## src/hdl/ccs_pkg.sv

```systemverilog
// Constants shared by the configuration control and status handshake.
// Assumes a single 100 MHz clock and a synchronous active-high reset.
// ----------------------------------------------------------------------
// ----------------------------------------------------------------------
package ccs_pkg;
  localparam int unsigned CLK_PERIOD_NS  = 10;
  localparam int unsigned NS_PER_US      = 1000;
  localparam int unsigned CYC_PER_US     = NS_PER_US / CLK_PERIOD_NS;
  localparam int unsigned POR_TIME_US    = 100000;
  localparam int unsigned PULSE_MIN_US   = 10;
  localparam int unsigned PULSE_MAX_US   = 500;
  localparam int unsigned PULSE_MIN_CYC  = PULSE_MIN_US * CYC_PER_US;
  localparam int unsigned PULSE_MAX_CYC  = PULSE_MAX_US * CYC_PER_US;
  localparam int unsigned US_W           = 20;
  localparam int unsigned SCHEME_W       = 3;
  localparam logic [2:0]  SCHEME_RST     = 3'h0;

  typedef enum logic [6:0] {
    CCS_POR    = 7'h01,
    CCS_RESET  = 7'h02,
    CCS_CONFIG = 7'h04,
    CCS_INIT   = 7'h08,
    CCS_USER   = 7'h10,
    CCS_ERROR  = 7'h20,
    CCS_PULSE  = 7'h40
  } ccs_state_t;
endpackage

```

## src/hdl/ccs_tmr_if.sv

```systemverilog
// Carrier between the handshake controller and its microsecond timer.
// Assumes both ends share clk_i.
`timescale 1ns/1ps
interface ccs_tmr_if;
  import ccs_pkg::*;
  logic            start;
  logic [US_W-1:0] limit_us;
  logic            done;
  modport ctrl (output start, output limit_us, input done);
  modport tmr  (input start, input limit_us, output done);
endinterface

```

## src/hdl/ccs_ctrl.sv

```systemverilog
// Configuration control and status handshake controller.
// Assumes pins are synchronous to clk_i and open-drain wires resolved outside.
`timescale 1ns/1ps
module ccs_ctrl
  import ccs_pkg::*;
#(
  parameter int unsigned POR_US = POR_TIME_US
) (
  input  wire logic                clk_i,
  input  wire logic                rst_i,
  input  wire logic [SCHEME_W-1:0] scheme_select_i,
  input  wire logic                config_req_n_i,
  input  wire logic                chip_enable_n_i,
  input  wire logic                jtag_mode_i,
  input  wire logic                auto_restart_i,
  input  wire logic                data_done_i,
  input  wire logic                data_error_i,
  input  wire logic                init_done_i,
  input  wire logic                status_i,
  output logic                     status_o,
  output logic                     status_oe_n_o,
  input  wire logic                config_complete_i,
  output logic                     config_complete_o,
  output logic                     config_complete_oe_n_o,
  output logic [SCHEME_W-1:0]      scheme_o,
  output logic                     io_float_o,
  output logic                     configuring_o,
  output logic                     user_mode_o
);
  ccs_state_t state_q;
  ccs_state_t state_d;
  logic       req_hi;
  logic       may_start;
  logic       cfg_err;
  logic       tmr_done;

  ccs_tmr_if tif ();

  ccs_timer u_timer (
    .clk_i (clk_i),
    .rst_i (rst_i),
    .t     (tif)
  );

  // ----------------------------------------
  // Conditions
  // ----------------------------------------
  assign tmr_done  = tif.done;
  assign req_hi    = config_req_n_i || jtag_mode_i;
  assign may_start = req_hi && !chip_enable_n_i;
  // External low on status counts only while configuring or initialising
  assign cfg_err   = data_error_i || !status_i;

  // ----------------------------------------
  // State machine
  // ----------------------------------------
  always_comb begin
    state_d = state_q;
    case (state_q)
      CCS_POR: begin
        if (tmr_done) begin
          state_d = may_start ? CCS_CONFIG : CCS_RESET;
        end
      end
      CCS_RESET: begin
        if (may_start) begin
          state_d = CCS_CONFIG;
        end
      end
      CCS_CONFIG: begin
        if (!req_hi) begin
          state_d = CCS_RESET;
        end else if (cfg_err) begin
          state_d = auto_restart_i ? CCS_PULSE : CCS_ERROR;
        end else if (data_done_i) begin
          state_d = CCS_INIT;
        end
      end
      CCS_INIT: begin
        if (!req_hi) begin
          state_d = CCS_RESET;
        end else if (cfg_err) begin
          state_d = auto_restart_i ? CCS_PULSE : CCS_ERROR;
        end else if (init_done_i) begin
          state_d = CCS_USER;
        end
      end
      CCS_USER: begin
        // Status pin deliberately not looked at here
        if (!req_hi) begin
          state_d = CCS_RESET;
        end
      end
      CCS_ERROR: begin
        if (!req_hi) begin
          state_d = CCS_RESET;
        end
      end
      CCS_PULSE: begin
        if (!req_hi) begin
          state_d = CCS_RESET;
        end else if (tmr_done) begin
          state_d = CCS_CONFIG;
        end
      end
      default: state_d = CCS_POR;
    endcase
  end

  always_ff @(posedge clk_i) begin
    if (rst_i) begin
      state_q <= CCS_POR;
    end else begin
      state_q <= state_d;
    end
  end

  // ----------------------------------------
  // Timer control
  // ----------------------------------------
  assign tif.start    = (state_d == CCS_PULSE) && (state_q != CCS_PULSE);
  assign tif.limit_us = (state_q == CCS_POR) ? US_W'(POR_US) : US_W'(PULSE_MIN_US);

  // ----------------------------------------
  // Scheme latch
  // ----------------------------------------
  // Sampled once per attempt, so a moving strap cannot change scheme midway
  always_ff @(posedge clk_i) begin
    if (rst_i) begin
      scheme_o <= SCHEME_RST;
    end else if (state_d == CCS_CONFIG && state_q != CCS_CONFIG) begin
      scheme_o <= scheme_select_i;
    end
  end

  // ----------------------------------------
  // Pins
  // ----------------------------------------
  assign status_o          = 1'b0;
  assign config_complete_o = 1'b0;
  assign status_oe_n_o     = !(state_q == CCS_POR || state_q == CCS_RESET
                               || state_q == CCS_ERROR || state_q == CCS_PULSE);
  assign config_complete_oe_n_o = (state_q == CCS_INIT || state_q == CCS_USER);
  assign io_float_o        = (state_q != CCS_USER);
  assign configuring_o     = (state_q == CCS_CONFIG || state_q == CCS_INIT);
  assign user_mode_o       = (state_q == CCS_USER);

  // ----------------------------------------
  // Checks
  // ----------------------------------------
  logic [15:0] low_len_q;

  always_ff @(posedge clk_i) begin
    if (rst_i || state_q != CCS_PULSE) begin
      low_len_q <= 16'h0000;
    end else begin
      low_len_q <= low_len_q + 16'h0001;
    end
  end

  property p_scheme_hold;
    @(posedge clk_i) disable iff (rst_i)
      (state_q == CCS_CONFIG && $past(state_q) == CCS_CONFIG) |-> $stable(scheme_o);
  endproperty
  a_scheme_hold: assert property (p_scheme_hold) else $error("scheme changed mid attempt");

  property p_user_drop;
    @(posedge clk_i) disable iff (rst_i)
      (state_q == CCS_USER && !config_req_n_i && !jtag_mode_i)
        |=> (state_q == CCS_RESET && io_float_o && !user_mode_o);
  endproperty
  a_user_drop: assert property (p_user_drop) else $error("request low not honoured");

  property p_restart;
    @(posedge clk_i) disable iff (rst_i)
      (state_q == CCS_RESET && config_req_n_i && !chip_enable_n_i)
        |=> (configuring_o && scheme_o == $past(scheme_select_i));
  endproperty
  a_restart: assert property (p_restart) else $error("no attempt after request high");

  property p_jtag_ignore;
    @(posedge clk_i) disable iff (rst_i)
      (jtag_mode_i && state_q != CCS_RESET && state_q != CCS_POR) |=> (state_q != CCS_RESET);
  endproperty
  a_jtag_ignore: assert property (p_jtag_ignore) else $error("request obeyed in jtag");

  property p_por_hold;
    @(posedge clk_i) disable iff (rst_i)
      (state_q == CCS_POR) |-> (!status_oe_n_o && configuring_o == 1'b0);
  endproperty
  a_por_hold: assert property (p_por_hold) else $error("status released in power-on");

  property p_open_drain;
    @(posedge clk_i) disable iff (rst_i)
      !status_oe_n_o |-> (status_o == 1'b0 && config_complete_o == 1'b0);
  endproperty
  a_open_drain: assert property (p_open_drain) else $error("pin driven high");

  property p_error_low;
    @(posedge clk_i) disable iff (rst_i)
      (state_q == CCS_CONFIG && req_hi && data_error_i) |=> !status_oe_n_o;
  endproperty
  a_error_low: assert property (p_error_low) else $error("error not reported");

  property p_ext_error;
    @(posedge clk_i) disable iff (rst_i)
      (state_q == CCS_INIT && req_hi && !status_i)
        |=> (state_q == CCS_ERROR || state_q == CCS_PULSE);
  endproperty
  a_ext_error: assert property (p_ext_error) else $error("external low missed");

  property p_user_ignore;
    @(posedge clk_i) disable iff (rst_i)
      (state_q == CCS_USER && req_hi) |=> user_mode_o;
  endproperty
  a_user_ignore: assert property (p_user_ignore) else $error("left user mode");

  property p_pulse_len;
    @(posedge clk_i) disable iff (rst_i)
      (state_q == CCS_PULSE && state_d == CCS_CONFIG)
        |-> (low_len_q >= 16'(PULSE_MIN_CYC - 1) && low_len_q < 16'(PULSE_MAX_CYC));
  endproperty
  a_pulse_len: assert property (p_pulse_len) else $error("error pulse width wrong");

  property p_pulse_retry;
    @(posedge clk_i) disable iff (rst_i)
      (state_q == CCS_PULSE && tmr_done && req_hi) |=> (configuring_o && status_oe_n_o);
  endproperty
  a_pulse_retry: assert property (p_pulse_retry) else $error("no retry after pulse");

  property p_complete_line;
    @(posedge clk_i) disable iff (rst_i)
      (state_q == CCS_CONFIG && req_hi && !cfg_err && data_done_i)
        |=> (state_q == CCS_INIT && config_complete_oe_n_o);
  endproperty
  a_complete_line: assert property (p_complete_line) else $error("completion not released");

  c_user:  cover property (@(posedge clk_i) disable iff (rst_i) state_q == CCS_USER);
  c_pulse: cover property (@(posedge clk_i) disable iff (rst_i)
                           state_q == CCS_PULSE ##1 state_q == CCS_CONFIG);
  c_recfg: cover property (@(posedge clk_i) disable iff (rst_i)
                           state_q == CCS_USER ##1 state_q == CCS_RESET);
endmodule

```

## src/hdl/ccs_timer.sv

```systemverilog
// Microsecond interval timer with a one-cycle microsecond enable.
// Assumes limit_us is steady while the interval runs.
`timescale 1ns/1ps
module ccs_timer
  import ccs_pkg::*;
(
  input  wire logic clk_i,
  input  wire logic rst_i,
  ccs_tmr_if.tmr    t
);
  logic [6:0]      div_q;
  logic [US_W-1:0] us_q;
  logic            us_tick;

  // ----------------------------------------
  // Divider
  // ----------------------------------------
  assign us_tick = (div_q == 7'(CYC_PER_US - 1));

  always_ff @(posedge clk_i) begin
    if (rst_i || t.start || us_tick) begin
      div_q <= 7'h00;
    end else begin
      div_q <= div_q + 7'h01;
    end
  end

  // ----------------------------------------
  // Interval count
  // ----------------------------------------
  // Runs from reset, so the power-on interval needs no start pulse
  always_ff @(posedge clk_i) begin
    if (rst_i || t.start) begin
      us_q <= '0;
    end else if (us_tick && !t.done) begin
      us_q <= us_q + US_W'(1);
    end
  end

  assign t.done = (us_q >= t.limit_us);
endmodule

```

## config.mk

```make
export PLATFORM = sky130hd
export DESIGN_NAME = ccs_ctrl
export DESIGN_NICKNAME = d
export VERILOG_FILES = /design/src/hdl/ccs_pkg.sv /design/src/hdl/ccs_tmr_if.sv /design/src/hdl/ccs_ctrl.sv /design/src/hdl/ccs_timer.sv
export SDC_FILE = /design/constraint.sdc
export NUM_CORES = 1
export LEC_CHECK = 0
export ABC_CLOCK_PERIOD_IN_PS = 4500
export BUFFER_PORTS_ARGS = -buffer_cell sky130_fd_sc_hd__buf_2
export CAP_MARGIN = 30
export CORE_AREA = 2 2 102 94
export DETAILED_ROUTE_END_ITERATION = 10
export DIE_AREA = 0 0 104 96
export PLACE_DENSITY_LB_ADDON = 0.2
export SETUP_SLACK_MARGIN = 0.4
export SYNTH_ARGS = -nofsm -noshare
export SYNTH_HDL_FRONTEND = slang
export SYNTH_SLANG_ARGS = --single-unit
```

## constraint.sdc

```tcl
create_clock -name clk_i -period 4.5 [get_ports clk_i]
set_input_delay 0.9 -clock clk_i [delete_from_list [all_inputs] [get_ports clk_i]]
set_output_delay 0.9 -clock clk_i [all_outputs]
set_load 0.02 [all_outputs]
```

==> results of run 1 <==
## layout make-up
class / instances / area (sq um)
inverter: 10 / 37.5
sequential: 37 / 741
clock buffer: 5 / 68.8
timing repair buffer: 25 / 138
tap: 122 / 153
multi-input combinational: 204 / 1350
fill: 993 / 6370
clock inverter: 3 / 65.1
## per-stage QoR
step	utilization [%]	cells	instance area, sq um	worst slack [ns]	total power [mW]
after floorplan	-	263	2180	1.17	0.354
after global placement	26.9	396	2400	0.651	0.364
after detailed placement	26.9	396	2400	0.631	0.364
after CTS	28.4	404	2530	0.606	0.714
after global routing	28.6	406	2550	0.571	0.733
final	28.6	406	2550	0.793	0.704
## state kept, by name (all words and copies together), names as in the netlist
signal and cells:
u_timer.us_q 20, state_q 7, u_timer.div_q 7, scheme_o 3
## cells by family after synthesis
| family | Yosys count | synth area share (%) |
|---|---|---|
| mux | 3 | 1.38 |
| other cells | 1 | 0.172 |
| fa+ha+maj | 10 | 5.74 |
| buf+inv | 22 | 4.59 |
| simple gates | 119 | 30.8 |
| xor+xnor | 11 | 4.42 |
| flops | 37 | 34.0 |
| compound gates | 59 | 18.9 |
## layer usage
metal	GRT usage, %	share of wire, %	up-vias	routed length (um)
met3	2.84	2.0	0	111
met5	0	0	-	0
li1	-	-	1022	-
met1	15.3	53	922	2890
met4	3.15	0	0	0
met2	17.1	45	19	2430
## worst max path at each step
| stage | startpoint | endpoint | slack (ns) | cells after the start |
|---|---|---|---|---|
| 6_report | state_q[2] | u_timer.us_q[6] | 0.79 | 9 |
| 5_1_grt | state_q[2] | u_timer.us_q[6] | 0.57 | 10 |
| 4_1_cts | state_q[2] | u_timer.us_q[6] | 0.61 | 10 |
| 3_5_place_dp | state_q[2] | u_timer.us_q[11] | 0.63 | 10 |
| 3_3_place_gp | state_q[2] | u_timer.us_q[15] | 0.65 | 10 |
| 2_1_floorplan | state_q[2] | u_timer.us_q[17] | 1.17 | 11 |
## timing repair
| action | 4_1_cts | 5_1_grt |
|---|---|---|
| setup buffers | 0 | 2 |
| resized for setup | 0 | 1 |
| endpoints found under the setup margin | 0 | 6 |
## synth_stat cells (4+ instances only)
master    instances  area (sq um)
o21ai_0          12          60.1
nand2b_1          8          50.1
or4_1            13          97.6
nor3_1            9          45.0
a21oi_1          12          60.1
nor2_1           19          71.3
nand4_1           4          25.0
nand3_1          14          70.1
ha_1             10           125
xnor2_1           6          52.6
or3_1             6          37.5
o211ai_1          5          37.5
dfxtp_1          37           741
o31ai_1           5          37.5
and3_1            6          37.5
clkbuf_1          4          15.0
inv_1            10          37.5
and2_1            4          25.0
nand2_1          19          71.3
xor2_1            5          43.8
## worst max-delay path: cells and delay by family, from the launching register on
kind	cells	cell delay [ns]
AND/OR/NAND/NOR	5	2.26
adder cells (fa/ha/maj)	1	0.22
AO/OA/AOI/OAI	2	0.45
flip-flops	1	0.41
buffers and inverters	1	0.27
## power by group through the flow
stage	sequential, mW	clock (mW)	combinational, mW
after global routing	0.331	0.373	0.0282
after CTS	0.331	0.358	0.0257
after floorplan	0.338	0	0.0161
after global placement	0.339	0	0.0254
final	0.331	0.348	0.0252
after detailed placement	0.339	0	0.0257
==> run metrics, run 1 <==
HPWL Detailed=3.96 mm; GP Congestion=0.745; Rows=33; share of layout cells above drive strength 1=14.4%; PortBufs=20; CP dominant cell by count=or4_1; Comb pwr share=3.6%; CTS HTree Levels=2; crit end category=register; cell area power density=276 nW/um^2; synthesized flop and latch total=37; DRC=0; Post-Syn Instances=262; sequential area share after synthesis=34.0%; Via density=4.83; CTS tree=yes; R2R cell count=9; Synth Cell Area=2180 sq um; Switch Pwr=145 uW; Total Nets Final=307; Initial DRC Count=115; crit start category=register; total CTS buffers=5; worst r2r src=state_q[2]; CP Max Fanout=11; Clock power frac=49.4%; die width=104 um; Final setup viols=0; crit-path max cell delay=0.58 ns; Overflow after GRT=0; setup TNS=0 ns; R2R Setup Slk=0.79 ns; via total after detailed routing=1,963; Worst-path clk slew=0.08 ns; outcome=finished clean; Pre-antenna DRT Iters=4; total track usage=11.1%; Slew HR=57.8%; required time of the critical path=4.72 ns; syn_area_per_cell=8.32 sq um; WHS=0.450 ns; area grow syn2layout=16.9%; WHS Path Cells=1; hold-critical path endpoint=u_timer.div_q[0]; most frequent cells in the layout=dfxtp_1 (37), buf_2 (20), nor2_1 (19), nand2_1 (19), nand3_1 (14); Slew @ Worst Pin=0.634 ns; Inserted Diodes=0; Root Buffer Master=clkbuf_8; P_int=559 uW; DRT Wirelength=5.43 mm; Starting Density=24.4%; vias in the first global route=1,760; largest net degree at the start of global routing=16; Top Ports=24; worst-path cell chain=or3_4 -> or4_4 -> ha_1 -> or4_1 -> a221oi_2 -> nand3_1 -> buf_4 -> or4_1 -> a21oi_1; Hold Fails Final Rpt=0; CP max-delay cell=or4_4; Die Ht=96 um; fin. max-slew vios=0; Final Critical Period=3.71 ns; Hold-fix buffers, CTS=0; FF-to-FF End=u_timer.us_q[6]; Total Die Area=9980 sq um; first-pass GRT wire length=8.75 mm; Post-synth EDFFs=0; most common cell after layout, fill and taps aside=dfxtp_1; CP Class=reg2reg; wire per inst=13.4 um; Synth Warn #=0; Tightest Hold Check Type=reg2reg; Max Clock Freq=270 MHz; crit share post-route=82.4%; Leak=0.984 nW; clk sink count=37; clk buf depth=2; initial antenna violation count=0; HP Start=u_timer.div_q[0]; clk_lat worst skew=0.30 ns; Seq pwr share=47.0%; RSZ-0062 raised after global routing=no; ANT nets after route=0; Cell variety after synth=53; WP data arrival=3.93 ns; Top FF cell, synth=dfxtp_1; Clock Skew=0.00774 ns; Core Region=8920 sq um; max_cap viols=0; Sw Share=20.6%; ys async rst share=0%; peak supply drop=0.0951 mV
Note: power is estimated with default switching activity, not from simulation.
==> run 2: changes to the inputs <==
--- a/config.mk
+++ b/config.mk
@@ -5,7 +5,7 @@
 export SDC_FILE = /design/constraint.sdc
 export NUM_CORES = 1
 export LEC_CHECK = 0
-export ABC_CLOCK_PERIOD_IN_PS = 4500
+export ABC_CLOCK_PERIOD_IN_PS = 3200
 export BUFFER_PORTS_ARGS = -buffer_cell sky130_fd_sc_hd__buf_2
 export CAP_MARGIN = 30
 export CORE_AREA = 2 2 102 94
==> constraint.sdc (replaced) <==
create_clock -name clk_i -period 3.2 [get_ports clk_i]
set_input_delay 0.64 -clock clk_i [delete_from_list [all_inputs] [get_ports clk_i]]
set_output_delay 0.64 -clock clk_i [all_outputs]
set_load 0.02 [all_outputs]
==> run 2 against run 1 <==
Combinational power is 43% higher. Clock power is 43% higher. Die area unchanged. Sequential power up 41%. Setup slack got worse by 0.76 ns. Sequential share of layout area shrank 3.6 points. Critical path type unchanged. Largest power group unchanged.
==> run metrics, run 2 (synthesis gave the netlist of run 1 again) <==
outcome=finished clean; CTS tree=yes; Top Ports=24 (unchanged); max_cap viols=0 (unchanged); Inserted Diodes=0 (unchanged); post-placement setup slack=0.0257 ns (-0.605 ns); crit-path max cell delay=0.52 ns (-0.06 ns); ANT nets after route=0 (unchanged); share of layout cells above drive strength 1=29.4% (+15 points); total track usage=12.1% (+0.99 points); Core Region=8920 sq um (unchanged); Overflow after GRT=0 (unchanged); Most flops, register=u_timer.us_q; GP Congestion=0.801 (+7.5%); Total Nets Final=326 (+6.2%); Max Clock Freq=316 MHz (+17%); WHS Path Cells=1 (unchanged); fin util=32.8% (+4.2 points); cell depth of the worst setup path=11 (+2); via total after detailed routing=2,081 (+6.0%); Hold Fails Final Rpt=0 (unchanged); Starting Density=24.4% (unchanged); worst-path cell chain=or3_4 -> or4_4 -> ha_4 -> or4_4 -> a221oi_4 -> inv_2 -> buf_4 -> o31a_1 -> buf_4 -> a211oi_2 -> nor2b_1; largest net degree at the start of global routing=16 (unchanged); vias in the first global route=1,935 (+9.9%); CP Max Fanout=5 (-6); PortBufs=20 (unchanged); Clock Skew=0.00619 ns (-0.00155 ns); Final Worst Setup Slack=0.0334 ns (-0.759 ns); clk_lat worst skew=0.30 ns (about the same); initial antenna violation count=0 (unchanged); total CTS buffers=5 (unchanged); Final Critical Period=3.17 ns (-0.541 ns); Final setup viols=0 (unchanged); cell area power density=342 nW/um^2 (+24%); peak supply drop=0.208 mV (+120%); Tightest Hold Check Type=reg2reg; Total Die Area=9980 sq um (unchanged); HPWL Detailed=4.04 mm (+2.2%); Worst-path clk slew=0.08 ns (about the same); Leak=1.09 nW (+11%); Slew @ Worst Pin=0.720 ns (+0.0865 ns); Slew HR=51.8% (-6.0 points); R2R cell count=11 (+2); wire per inst=13.7 um (+2.3%); Initial DRC Count=44 (-62%); Pre-antenna DRT Iters=4 (unchanged); Via density=4.90 (+1.3%); WP buf/inv=3 (+2); CP Class=reg2reg; die width=104 um (unchanged); required time of the critical path=3.40 ns (-1.32 ns); DRT Wirelength=5.81 mm (+7.0%); CP max-delay cell=or4_4; DRC=0 (unchanged); crit end category=register; most frequent cells in the layout=dfxtp_1 (35), buf_2 (20), nor2_1 (19), buf_4 (18), nand2_1 (16); WP data arrival=3.36 ns (-0.57 ns); crit start category=register; clk sink count=37 (unchanged); RSZ-0062 raised after global routing=yes; most common cell after layout, fill and taps aside=dfxtp_1; crit share post-route=99.0% (+17 points); clk buf depth=2 (unchanged); Root Buffer Master=clkbuf_8; Rows=33 (unchanged); first-pass GRT wire length=9.67 mm (+10%); CTS HTree Levels=2 (unchanged); fin. max-slew vios=0 (unchanged); Die Ht=96 um (unchanged); Top delay family on crit path=simple AND/OR/NAND/NOR gates; number of flip-flops in the largest register=20 (unchanged); area grow syn2layout=34.1%; Largest regs=u_timer.us_q x20, state_q x7, u_timer.div_q x7
run 2: final timing paths:
| check | startpoint | to | slack [ns] |
|---|---|---|---|
| hold / removal | u_timer.div_q[0] | u_timer.div_q[0] | 0.45 |
| hold reg to reg | u_timer.div_q[0] | u_timer.div_q[0] | 0.45 |
| setup / recovery | state_q[3] | state_q[2] | 0.03 |
| setup reg to reg | state_q[3] | state_q[2] | 0.03 |
run 2: final cells by class:
| type | instances | area, sq um |
|---|---|---|
| Clock buffer | 5 | 68.8 |
| Clock inverter | 3 | 65.1 |
| Fill cell | 981 | 6000 |
| Inverter | 10 | 37.5 |
| Multi-Input combinational cell | 205 | 1560 |
| Sequential cell | 37 | 743 |
| Tap cell | 122 | 153 |
| Timing Repair Buffer | 43 | 292 |
run 2: power by group:
part	internal (mW)	switching (mW)
clock	0.310	0.189
sequential	0.463	0.00251
combinational	0.0134	0.0227
total	0.786	0.215
run 2: metal layers:
| metal | GRT usage, % | share of wire, % |
|---|---|---|
| met1 | 16.1 | 52 |
| met2 | 19.8 | 43 |
| met3 | 2.51 | 3.1 |
| met4 | 3.60 | 1.1 |
| met5 | 0 | 0 |
run 2: through the flow:
step | setup TNS (ns) | hold slack [ns] | total power [mW] | cell area [sq um] | std cells
2_1_floorplan | 0 | 0.413 | 0.498 | 2260 | 263
3_3_place_gp | 0 | 0.428 | 0.512 | 2540 | 407
3_5_place_dp | 0 | 0.430 | 0.512 | 2540 | 407
4_1_cts | 0 | 0.450 | 1.01 | 2850 | 422
5_1_grt | -0.199 | 0.459 | 1.03 | 2920 | 425
6_report | 0 | 0.452 | 1.00 | 2920 | 425
run 2: repair_timing:
item | 4_1_cts | 5_1_grt
pin swaps | 17 | 7
gates resized for setup | 21 | 14
hold buffers | 0 | 0
buffers inserted | 6 | 3
endpoints found under the hold margin | 0 | 0
setup endpoints to repair | 26 | 26
gates cloned | 1 | 0
run 2: worst reg2reg max path: cells and delay by family (launching register included):
family	cells	cell delay, ns
adders and majority gates	1	0.20
AOI/OAI and AO/OA	3	0.77
DFF	1	0.32
and+or+nand+nor	4	1.40
buffers and inverters	3	0.37
